[src/logic/kpsr_pkg.sv]
/*
  Shared constants for the keypad serial receive port.
  Assumes a single 250 MHz clock domain.
*/
package kpsr_pkg;
  localparam int          KPSR_DATA_W     = 8;
  localparam int          KPSR_CNT_W      = 8;
  localparam int          KPSR_FIFO_DEPTH = 16;
  localparam int          KPSR_BIT_MSB    = 7;
  localparam logic [2:0]  KPSR_BIT_LAST   = 3'h7;
  localparam int          KPSR_MODE_LSB   = 5;
  localparam int          KPSR_MODE_FALL  = 3;
  localparam int          KPSR_MODE_AFTER = 2;
  localparam logic [7:0]  KPSR_MODE_RST   = 8'h00;
  localparam logic [7:0]  KPSR_PKT_RST    = 8'h04;
  localparam logic [7:0]  KPSR_BUF_RST    = 8'h05;
  localparam logic [7:0]  KPSR_CNT_ONE    = 8'h01;
  localparam logic [7:0]  KPSR_CNT_ZERO   = 8'h00;
  localparam logic [2:0]  KPSR_BIT_ZERO   = 3'h0;
endpackage

[src/logic/kpsr_fifo.sv]
/*
  Small synchronous FIFO with valid/ready on both sides; read data
  is registered. Assumes one clock and a synchronous high reset.
*/
`timescale 1ns/1ps
module kpsr_fifo
  import kpsr_pkg::*;
#(
  parameter int WIDTH = 8,
  parameter int DEPTH = 16
)
(
  input  wire logic             clock_i,
  input  wire logic             reset_i,
  input  wire logic             in_valid_i,
  output logic                  in_ready_o,
  input  wire logic [WIDTH-1:0] in_data_i,
  output logic                  out_valid_o,
  input  wire logic             out_ready_i,
  output logic [WIDTH-1:0]      out_data_o,
  output logic [$clog2(DEPTH+1)-1:0] level_o
);
  localparam int AW = $clog2(DEPTH);
  localparam int LW = $clog2(DEPTH+1);

  logic [WIDTH-1:0] mem_q [DEPTH];
  logic [AW-1:0]    wr_q, wr_d, rd_q, rd_d;
  logic [LW-1:0]    lvl_q, lvl_d;
  logic [WIDTH-1:0] dat_q, dat_d;
  logic             vld_q, vld_d;
  logic             push, pop, load;

  function automatic logic [AW-1:0] inc(input logic [AW-1:0] p);
    inc = (p == AW'(DEPTH - 1)) ? '0 : p + 1'b1;
  endfunction

  always_comb
  begin
    push  = in_valid_i && in_ready_o;
    load  = (lvl_q != '0) && (!vld_q || out_ready_i);
    pop   = vld_q && out_ready_i;
    wr_d  = push ? inc(wr_q) : wr_q;
    rd_d  = load ? inc(rd_q) : rd_q;
    lvl_d = lvl_q + LW'(push) - LW'(load);
    dat_d = load ? mem_q[rd_q] : dat_q;
    vld_d = load ? 1'b1 : (pop ? 1'b0 : vld_q);
  end

  always_ff @(posedge clock_i)
  begin
    if (reset_i)
    begin
      wr_q  <= '0;
      rd_q  <= '0;
      lvl_q <= '0;
      vld_q <= 1'b0;
      dat_q <= '0;
    end
    else
    begin
      wr_q  <= wr_d;
      rd_q  <= rd_d;
      lvl_q <= lvl_d;
      vld_q <= vld_d;
      dat_q <= dat_d;
    end
  end

  always_ff @(posedge clock_i)
  begin
    if (push)
      mem_q[wr_q] <= in_data_i;
  end

  assign in_ready_o  = (lvl_q != LW'(DEPTH));
  assign out_valid_o = vld_q;
  assign out_data_o  = dat_q;
  assign level_o     = lvl_q;
endmodule

[src/logic/kpsr_top.sv]
/*
  Keypad serial receive port: slave-mode four-wire serial receiver
  with a byte buffer and a packet interrupt.
  Assumes serial pins are asynchronous to clock_i and that the
  serial clock is far slower than clock_i (bench: 48 ns period).
*/
`timescale 1ns/1ps
module kpsr_top
  import kpsr_pkg::*;
#(
  parameter int DEPTH = KPSR_FIFO_DEPTH
)
(
  input  wire logic                  clock_i,
  input  wire logic                  reset_i,
  input  wire logic                  port_en_i,
  input  wire logic [7:0]            mode_i,
  input  wire logic [KPSR_CNT_W-1:0] packet_i,
  input  wire logic [KPSR_CNT_W-1:0] bufsize_i,
  input  wire logic                  glob_en_set_i,
  input  wire logic                  glob_en_clr_i,
  input  wire logic                  pad_en_set_i,
  input  wire logic                  pad_en_clr_i,
  input  wire logic                  sck_i,
  input  wire logic                  ss_n_i,
  input  wire logic                  mosi_i,
  output logic                       miso_o,
  output logic                       miso_oe_o,
  output logic                       sck_oe_o,
  output logic                       ss_oe_o,
  output logic                       mosi_oe_o,
  output logic                       rx_valid_o,
  input  wire logic                  rx_ready_i,
  output logic [KPSR_DATA_W-1:0]     rx_data_o,
  output logic [KPSR_CNT_W-1:0]      rx_count_o,
  output logic                       drop_o,
  output logic                       irq_o,
  output logic                       glob_en_o,
  output logic                       pad_en_o
);
  localparam int LW = $clog2(DEPTH+1);

  //////////////////////////////////////////////////////////////////
  // Pin synchronisers

  logic [1:0] sck_s_q, ss_s_q, mosi_s_q;
  logic       sck_old_q;

  always_ff @(posedge clock_i)
  begin
    if (reset_i)
    begin
      sck_s_q   <= 2'h0;
      ss_s_q    <= 2'h3;
      mosi_s_q  <= 2'h0;
      sck_old_q <= 1'b0;
    end
    else
    begin
      sck_s_q   <= {sck_s_q[0], sck_i};
      ss_s_q    <= {ss_s_q[0], ss_n_i};
      mosi_s_q  <= {mosi_s_q[0], mosi_i};
      sck_old_q <= sck_s_q[1];
    end
  end

  //////////////////////////////////////////////////////////////////
  // Mode decode and bit capture

  logic cfg_lsb, cfg_fall, cfg_after;
  logic edge_rise, edge_fall, act_edge, other_edge, take;
  logic sel;
  logic [7:0] mode_q, mode_d;

  // Edge of the synced serial clock
  function automatic logic edge_seen(input logic now_v,
                                     input logic old_v,
                                     input logic rising);
    edge_seen = rising ? (now_v && !old_v) : (!now_v && old_v);
  endfunction

  always_comb
  begin
    cfg_lsb    = mode_q[KPSR_MODE_LSB];
    cfg_fall   = mode_q[KPSR_MODE_FALL];
    cfg_after  = mode_q[KPSR_MODE_AFTER];
    edge_rise  = edge_seen(sck_s_q[1], sck_old_q, 1'b1);
    edge_fall  = edge_seen(sck_s_q[1], sck_old_q, 1'b0);
    act_edge   = cfg_fall ? edge_fall : edge_rise;
    other_edge = cfg_fall ? edge_rise : edge_fall;
    sel        = port_en_i && !ss_s_q[1];
    take       = sel && (cfg_after ? other_edge : act_edge);
  end

  //////////////////////////////////////////////////////////////////
  // Mode hold

  always_comb
  begin
    // Mode may not change under an open frame
    mode_d = sel ? mode_q : mode_i;
  end

  always_ff @(posedge clock_i)
  begin
    if (reset_i)
      mode_q <= KPSR_MODE_RST;
    else
      mode_q <= mode_d;
  end

  logic [7:0] shf_q, shf_d;
  logic [2:0] bit_q, bit_d;
  logic       byte_done;
  logic [7:0] byte_val;

  always_comb
  begin
    shf_d     = shf_q;
    bit_d     = bit_q;
    byte_done = 1'b0;
    byte_val  = shf_q;
    if (!sel)
      bit_d = KPSR_BIT_ZERO;
    else if (take)
    begin
      shf_d = cfg_lsb ? {mosi_s_q[1], shf_q[KPSR_BIT_MSB:1]}
                      : {shf_q[KPSR_BIT_MSB-1:0], mosi_s_q[1]};
      bit_d = bit_q + 3'h1;
      if (bit_q == KPSR_BIT_LAST)
      begin
        byte_done = 1'b1;
        byte_val  = shf_d;
      end
    end
  end

  always_ff @(posedge clock_i)
  begin
    if (reset_i)
    begin
      shf_q <= 8'h00;
      bit_q <= KPSR_BIT_ZERO;
    end
    else
    begin
      shf_q <= shf_d;
      bit_q <= bit_d;
    end
  end

  //////////////////////////////////////////////////////////////////
  // Receive buffer

  logic          f_ready;
  logic [LW-1:0] f_level;
  logic [LW:0]   occ;
  logic          buf_room, push;

  always_comb
  begin
    // Output register holds a byte too
    occ      = (LW+1)'(f_level) + (LW+1)'(rx_valid_o);
    buf_room = f_ready && (KPSR_CNT_W'(occ) < bufsize_i);
    push     = byte_done && buf_room;
  end

  kpsr_fifo #(
    .WIDTH (KPSR_DATA_W),
    .DEPTH (DEPTH)
  ) u_fifo (
    .clock_i     (clock_i),
    .reset_i     (reset_i),
    .in_valid_i  (push),
    .in_ready_o  (f_ready),
    .in_data_i   (byte_val),
    .out_valid_o (rx_valid_o),
    .out_ready_i (rx_ready_i),
    .out_data_o  (rx_data_o),
    .level_o     (f_level)
  );

  //////////////////////////////////////////////////////////////////
  // Packet count, enables and interrupt

  logic [7:0] pkt_q, pkt_d;
  logic       drop_q, drop_d;
  logic       irq_q, irq_d;
  logic       glob_q, glob_d;
  logic       pad_q, pad_d;
  logic       pkt_hit;

  // Packet counter step
  function automatic logic [KPSR_CNT_W-1:0] cnt_step(
    input logic [KPSR_CNT_W-1:0] c
  );
    cnt_step = c + KPSR_CNT_ONE;
  endfunction

  always_comb
  begin
    pkt_d   = pkt_q;
    pkt_hit = 1'b0;
    drop_d  = byte_done && !buf_room;
    if (!port_en_i)
      pkt_d = KPSR_CNT_ZERO;
    else if (push)
    begin
      if (cnt_step(pkt_q) >= packet_i)
      begin
        pkt_d   = KPSR_CNT_ZERO;
        pkt_hit = 1'b1;
      end
      else
        pkt_d = cnt_step(pkt_q);
    end
    irq_d  = pkt_hit && glob_q && pad_q;
  end

  always_ff @(posedge clock_i)
  begin
    if (reset_i)
    begin
      pkt_q  <= KPSR_CNT_ZERO;
      drop_q <= 1'b0;
      irq_q  <= 1'b0;
    end
    else
    begin
      pkt_q  <= pkt_d;
      drop_q <= drop_d;
      irq_q  <= irq_d;
    end
  end

  //////////////////////////////////////////////////////////////////
  // Interrupt enables

  always_comb
  begin
    glob_d = glob_en_set_i ? 1'b1 : (glob_en_clr_i ? 1'b0 : glob_q);
    pad_d  = pad_en_set_i ? 1'b1 : (pad_en_clr_i ? 1'b0 : pad_q);
  end

  always_ff @(posedge clock_i)
  begin
    if (reset_i)
    begin
      glob_q <= 1'b1;
      pad_q  <= 1'b1;
    end
    else
    begin
      glob_q <= glob_d;
      pad_q  <= pad_d;
    end
  end

  //////////////////////////////////////////////////////////////////
  // Pin directions and outputs

  assign sck_oe_o   = 1'b0;
  assign ss_oe_o    = 1'b0;
  assign mosi_oe_o  = 1'b0;
  assign miso_oe_o  = sel;
  assign miso_o     = 1'b0;
  assign rx_count_o = KPSR_CNT_W'(occ);
  assign drop_o     = drop_q;
  assign irq_o      = irq_q;
  assign glob_en_o  = glob_q;
  assign pad_en_o   = pad_q;
endmodule

[config.mk]
export PLATFORM = sky130hd
export DESIGN_NAME = kpsr_top
export DESIGN_NICKNAME = d
export VERILOG_FILES = /design/src/logic/kpsr_pkg.sv /design/src/logic/kpsr_fifo.sv /design/src/logic/kpsr_top.sv
export SDC_FILE = /design/constraint.sdc
export NUM_CORES = 1
export LEC_CHECK = 0
export BUFFER_PORTS_ARGS = -buffer_cell sky130_fd_sc_hd__buf_2
export CAP_MARGIN = 20
export CELL_PAD_IN_SITES_DETAIL_PLACEMENT = 0
export CELL_PAD_IN_SITES_GLOBAL_PLACEMENT = 2
export CORE_MARGIN = 8
export CORE_UTILIZATION = 43
export DETAILED_ROUTE_END_ITERATION = 12
export GPL_TIMING_DRIVEN = 0
export HOLD_SLACK_MARGIN = 0.12
export PLACE_DENSITY = 0.87
export SLEW_MARGIN = 10
export SYNTH_ARGS = -nofsm -noshare
export SYNTH_HDL_FRONTEND = slang
export SYNTH_HIERARCHICAL = 1
export SYNTH_SLANG_ARGS = --single-unit
[constraint.sdc]
create_clock -name clock_i -period 4.62 [get_ports clock_i]
set_input_delay 0.231 -clock clock_i [delete_from_list [all_inputs] [get_ports clock_i]]
set_output_delay 0.231 -clock clock_i [all_outputs]
set_load 0.05 [all_outputs]
## Word level (Yosys, flattened, before mapping)

Memory sizes are Yosys's and may differ from the RTL's. A register that Yosys moved wholly into a read port is not among the register bits.
Cells that the tools add are included.

| storage, ports and cells | value |
|---|---|
| bits in registers | 50 |
| bits in latches | 0 |
| memory bits (writable) | 128 |
| memory bits (read-only) | 0 |
| input bits | 35 |
| output and inout port bits | 26 |
| logic and storage cells | 77 |
| memories | 1 |

| operators by class | value |
|---|---|
| add/subtract/negate cells | 7 |
| multiply operators | 0 |
| divide/modulo/power cells | 0 |
| $lt $le $gt $ge | 2 |
| eq/ne operators | 4 |
| shift-type cells | 0 |
| muxes and demuxes | 20 |
| bitwise operators | 2 |
| reduce and logical (&&, ||, !) cells | 25 |

Memory list:

| memory | depth | width | rd ports | clocked after Yosys merged registers in | write ports | RTL line | source |
|---|---|---|---|---|---|---|---|
| u_fifo.mem_q | 16 | 8 | 1 | 1 | 1 | kpsr_fifo.sv:26 | `logic [WIDTH-1:0] mem_q [DEPTH];` |

Operators with widths:

| kind | number |
|---|---|
| 8-bit 2-to-1 mux | 5 |
| 1-bit 2-to-1 mux | 13 |
| 1-bit logical AND | 12 |
| 4-bit by 1-bit adder with 4-bit output, second input constant | 2 |
| 8-bit by 1-bit adder with 8-bit output, second input constant | 1 |
| 4-bit == test, second input constant | 2 |
| 8-bit greater-or-equal comparator | 1 |
| 6-bit by 8-bit less-than comparator with 1-bit output | 1 |
| 4-bit 2-to-1 mux | 2 |
| 2-bit OR reduction | 4 |
| 5-bit by 1-bit adder with 6-bit output | 1 |
| 5-bit by 1-bit adder with 5-bit output | 1 |
| 1-bit zero test | 5 |
| 5-bit != test, second input constant | 1 |
| 5-bit nonzero test | 1 |
| 5-bit by 1-bit subtractor with 5-bit output | 1 |
| 3-bit by 1-bit adder with 3-bit output, second input constant | 1 |
| 3-bit == test, second input constant | 1 |
| 1-bit NOT | 2 |
| 2-bit AND reduction | 1 |
| 2-bit nonzero test | 1 |
| 1-bit logical OR | 1 |

## Longest topological paths before layout

| depth | value |
|---|---|
| depth in word-level cells | 12 |
| gate-level depth with buffers | 18 |
| depth with buffers taken out | 17 |

## Hierarchy

The synthesis kept the hierarchy.

By module, submodules not included:

| module | times used | cells each | area each (sq um) | seq. area each (sq um) |
|---|---|---|---|---|
| kpsr_fifo | 1 | 326 | 6054.6 | 4284.1 |
| kpsr_top | 1 | 235 | 2044.5 | 660.6 |

## Worst setup path before layout

OpenSTA, ideal clock, no wires.

| path | value |
|---|---|
| path type | reg2reg |
| start | register u_fifo.vld_q (netlist: u_fifo/out_valid_o) |
| end | register u_fifo.lvl_q[4] (netlist: u_fifo/level_o[4]) |
| setup time | 127 ps |
| arrival time | 4523 ps |
| data required time | 4493 ps |
| path slack | -29 ps |
| cell stages (with the launch flop) | 18 |
| path buffers | 1 |
| clock period less this slack | 4649 ps |
| cell sequence | dfxtp_1 > ha_1 > ha_1 > nand3_1 > xnor2_1 > ha_1 > nor4bb_1 > a221o_1 > nor3_4 > and2_1 > buf_2 > ha_1 > inv_1 > fa_1 > nor2b_1 > o21bai_1 > a21oi_1 > nor3b_1 |

| between the ends | value |
|---|---|
| word-level cells in the longest chain between the ends | 7 |
| elaborated cells between the ends (all ways) | 10 |
| those cells by class | 3 x add/sub; 1 x order compare; 6 x reduce/logical |

Ends and longest elaborated chain:

| element | RTL line | source |
|---|---|---|
| from (decl) | kpsr_fifo.sv:30 | `logic vld_q, vld_d;` |
| from (signal assigned) | kpsr_fifo.sv:64 | `vld_q <= vld_d;` |
| 5-bit by 1-bit adder with 6-bit output | kpsr_top.sv:163 | `occ = (LW+1)'(f_level) + (LW+1)'(rx_valid_o);` |
| via rx_count_o[4] | kpsr_top.sv:35 | `output logic [KPSR_CNT_W-1:0] rx_count_o,` |
| 6-bit by 8-bit less-than comparator with 1-bit output | kpsr_top.sv:164 | `buf_room = f_ready && (KPSR_CNT_W'(occ) < bufsize_i);` |
| 1-bit logical AND | kpsr_top.sv:164 |  |
| 1-bit logical AND | kpsr_top.sv:165 | `push = byte_done && buf_room;` |
| via push | kpsr_top.sv:158 | `logic buf_room, push;` |
| 1-bit logical AND | kpsr_fifo.sv:39 | `push = in_valid_i && in_ready_o;` |
| via u_fifo.push | kpsr_fifo.sv:31 | `logic push, pop, load;` |
| 5-bit by 1-bit adder with 5-bit output | kpsr_fifo.sv:44 | `lvl_d = lvl_q + LW'(push) - LW'(load);` |
| 5-bit by 1-bit subtractor with 5-bit output | kpsr_fifo.sv:44 |  |
| to (signal assigned) | kpsr_fifo.sv:63 | `lvl_q <= lvl_d;` |
| to (decl) | kpsr_fifo.sv:28 | `logic [LW-1:0] lvl_q, lvl_d;` |

The timed path passes the listed nets, and every way through them passes these cells.
A chain may end at the register's enable or synchronous reset.

## Worst setup path in the final report

| path | value |
|---|---|
| start | register u_fifo.vld_q (netlist: u_fifo/out_valid_o) |
| end | memory u_fifo.mem_q[1][5], enable pin |

| between the ends | value |
|---|---|
| word-level cells in the longest chain between the ends | 7 |

Ends and longest elaborated chain:

| element | RTL line | source |
|---|---|---|
| 5-bit by 1-bit adder with 6-bit output | kpsr_top.sv:163 |  |
| 6-bit by 8-bit less-than comparator with 1-bit output | kpsr_top.sv:164 |  |
| 1-bit logical AND | kpsr_top.sv:164 |  |
| 1-bit logical AND | kpsr_top.sv:165 |  |
| via push | kpsr_top.sv:158 |  |
| 1-bit logical AND | kpsr_fifo.sv:39 |  |
| via u_fifo.push | kpsr_fifo.sv:31 |  |
| 1-bit 2-to-1 mux | kpsr_fifo.sv:71 | `if (push)` |
| 1-bit 2-to-1 mux (not written as such) | kpsr_fifo.sv:72 | `mem_q[wr_q] <= in_data_i;` |
| to (decl) | kpsr_fifo.sv:26 |  |

The timed path passes the listed nets, and every way through them passes these cells.

==> results.toml <==
[worst_hold_path]
min_path_type = "in2reg"

[place]
place_ws_ns = 0.5648
io_buffers = 49
gp_congestion = 0.8132
hpwl_um = 11690

[setup_path]
critPathKind = "reg2reg"
endpoint_kind = "register"
startpoint_type = "register"
critPathArrivalTime_ns = 4.14
cp.required_ns = 4.76
cp_max_fo = 10

[power_and_ir_drop]
comb_power_share_pct = 21.2
cellLeakagePower_uw = 0.003778
pwr-share-clk_pct = 33.8
irDropWorstVdd_uv = 250.9
cellInternalPower_uw = 2912
power.switching_uw = 1147
p_per_area_nw_per_um2 = 431.2
pwr-share-seq_pct = 45.0
swShare_pct = 28.26

[synthesis]
synth_seq_area_share_pct = 61.05
synthCells = 561
syn_avg_cell_area_um2 = 14.44
yosys_warnings = 6
synth_edf_count = 128
async_flop_share_pct = 0
synth_cell_types = 60
syn-cell-area_um2 = 8099
yosys_register_bits = 183
ys.flop_type = "edfxtp_1"

[routing]
route.antenna.remaining_nets = 0
drt-initial-drc-count = 273
wl_per_cell_um = 18.52
first_pass_iters = 4
drc = 0
vias = 4830
via_per_inst = 5.361
drt-total-wl_um = 16690

[floorplanning]
initial_core_util_pct = 43.59
rows = 50
ios = 61
die_w_um = 153.2
coreArea_um2 = 18580
die_y_um = 153.2
die-area_um2 = 23480

[sta]
tightest_slew_ns = 1.093
hold_slack_ns = 0.1487
rsz0062_at_grt = "no"
finalSetupTns_ns = 0
timing.slew.headroom_pct = 26.62
post-route-min-period_ns = 4.007
setup_viol = 0
finalHoldViolations = 0
slew_violations = 0
period_share_pct = 86.73
skew_ns = 0.01094
fmax_mhz = 249.6
setup_slack_ns = 0.6128

[grt]
gr-total-overflow = 0
antenna_found_initial = 0
grt_pass1_vias = 4985
grt_max_degree = 17
grt_pass1_wl_um = 27090
gr-usage-all-layers_pct = 14.88

[clocking]
cts_tree = "done"
clockBufferDepth = 2
cts_setup_buffers = 0
cts_made_buffers = 17
cts.clk_slew.worst_paths_ns = 0.07
cts_sinks = 183
cts.repair.resized = 0
holdBufCountCts = 10
clock_latency_ns = 0.43
cts_root_buffer = "clkbuf_16"
htreeDepth = 4

[outcome]
outcome = "complete, no violations"

[layout]
layout_common_cells = "128 x edfxtp_1, 57 x buf_2, 55 x dfxtp_1"
num_antenna_cells = 0
syn_to_final_growth_pct = 16.21
drive_above_1_share_pct = 21.74
final_nets = 720
layout_commonest_cell = "edfxtp_1"

[run]
max_cap_viol_count = 0
through the flow:
stage / cells / area (um^2) / utilization, % / power, uW
final: 901 / 9412 / 50.65 / 4058
after global routing: 901 / 9412 / 50.65 / 4248
after CTS: 900 / 9404 / 50.61 / 4099
after detailed placement: 858 / 8735 / 47.01 / 2721
after global placement: 849 / 8663 / 46.63 / 2696
after floorplan: 566 / 8125 / - / 2531
final timing paths:
kind / startpoint / end / slack (ns) / cells past startpoint
worst min register to register: ss_s_q[0]$_SDFF_PP1_ / ss_s_q[1]$_SDFF_PP1_ / 0.41 / 1
worst min-delay path: rx_ready_i / u_fifo/out_valid_o$_SDFFE_PP0P_ / 0.15 / 3
worst max register to register: u_fifo/out_valid_o$_SDFFE_PP0P_ / u_fifo/mem_q[1][5]$_DFFE_PP_ / 0.61 / 13
worst max-delay path: u_fifo/out_valid_o$_SDFFE_PP0P_ / u_fifo/mem_q[1][5]$_DFFE_PP_ / 0.61 / 13
cell usage after synthesis, types with 4 or more instances:
cell        n  area share (%)
mux2i_1    31             3.8
ha_1       30             4.6
buf_2       8            0.49
edfxtp_1  128              47
o22ai_1     4            0.31
nand4_1     5            0.39
o21ai_0    10            0.62
dfxtp_1    55              14
nand2b_1    8            0.62
xnor2_1     8            0.87
a21oi_1    11            0.68
clkbuf_1   10            0.46
nand3b_1    8            0.74
buf_4       9            0.83
mux4_2     19             5.3
nor3_1     13            0.80
nand3_1    11            0.68
a211oi_1    9            0.83
o221ai_1    8            0.87
buf_6       4            0.56
nor2_1     37             1.7
inv_1      27             1.3
mux4_1     13             4.2
xor2_1      7            0.76
nand2_1    31             1.4
a21o_1      4            0.37
nor2b_1     9            0.70
logic make-up after synthesis:
family	share of synthesized area, %
DFF	61.05
and+or+nand+nor	9.702
muxes	13.47
AOI/OAI and AO/OA	5.345
buffers and inverters	3.878
adders and majority gates	4.882
xor gates and xnor gates	1.622
other	0.04630
power by group through the flow:
stage          Combinational [uW]  Clock [uW]  Sequential, uW
2_1_floorplan                 662           0            1870
3_3_place_gp                  836           0            1860
3_5_place_dp                  860           0            1860
4_1_cts                       873        1400            1830
5_1_grt                       941        1480            1830
6_report                      860        1370            1830
routing by layer:
metal | up-vias | GRT usage (%) | part of all wire, % | wire length, um
li1 | 2307 | - | - | -
met1 | 2406 | 18.53 | 45 | 7467
met4 | 0 | 4.430 | 1.4 | 229
met2 | 101 | 24.59 | 49 | 8185
met5 | - | 0 | 0 | 0
met3 | 16 | 4.454 | 4.8 | 803
worst max-delay path, stage by stage (launching register included):
cell,delay [ns]
dfxtp_1,0.42
ha_1,0.18
ha_1,0.17
nand3_1,0.12
xnor2_2,0.17
ha_1,0.28
nor4bb_1,0.15
a221o_1,0.43
nor3_4,0.37
and2_1,0.18
buf_2,0.21
nand2_1,0.17
nor3_1,0.60
buf_4,0.27
final cells by class:
type / instances / area, um^2
well taps: 234 / 292.8
multi-input cells: 322 / 2867
clock inverters: 12 / 102.6
inverters: 28 / 105.1
fillers: 1561 / 9169
repair buffers: 69 / 424.2
flip-flops and latches: 183 / 4945
clock buffers: 20 / 466.7
plain buffers: 33 / 209.0
state kept, by name, summed over array words and instances (netlist names), 2 cells and up:
signal,flops
u_fifo/mem_q,128
pkt_q,8
shf_q,8
u_fifo/out_data_o,8
u_fifo/level_o,5
u_fifo/rd_q,4
u_fifo/wr_q,4
bit_q,3
mode_q,3
mosi_s_q,2
sck_s_q,2
ss_s_q,2
Power figures use the tool's default switching activity.
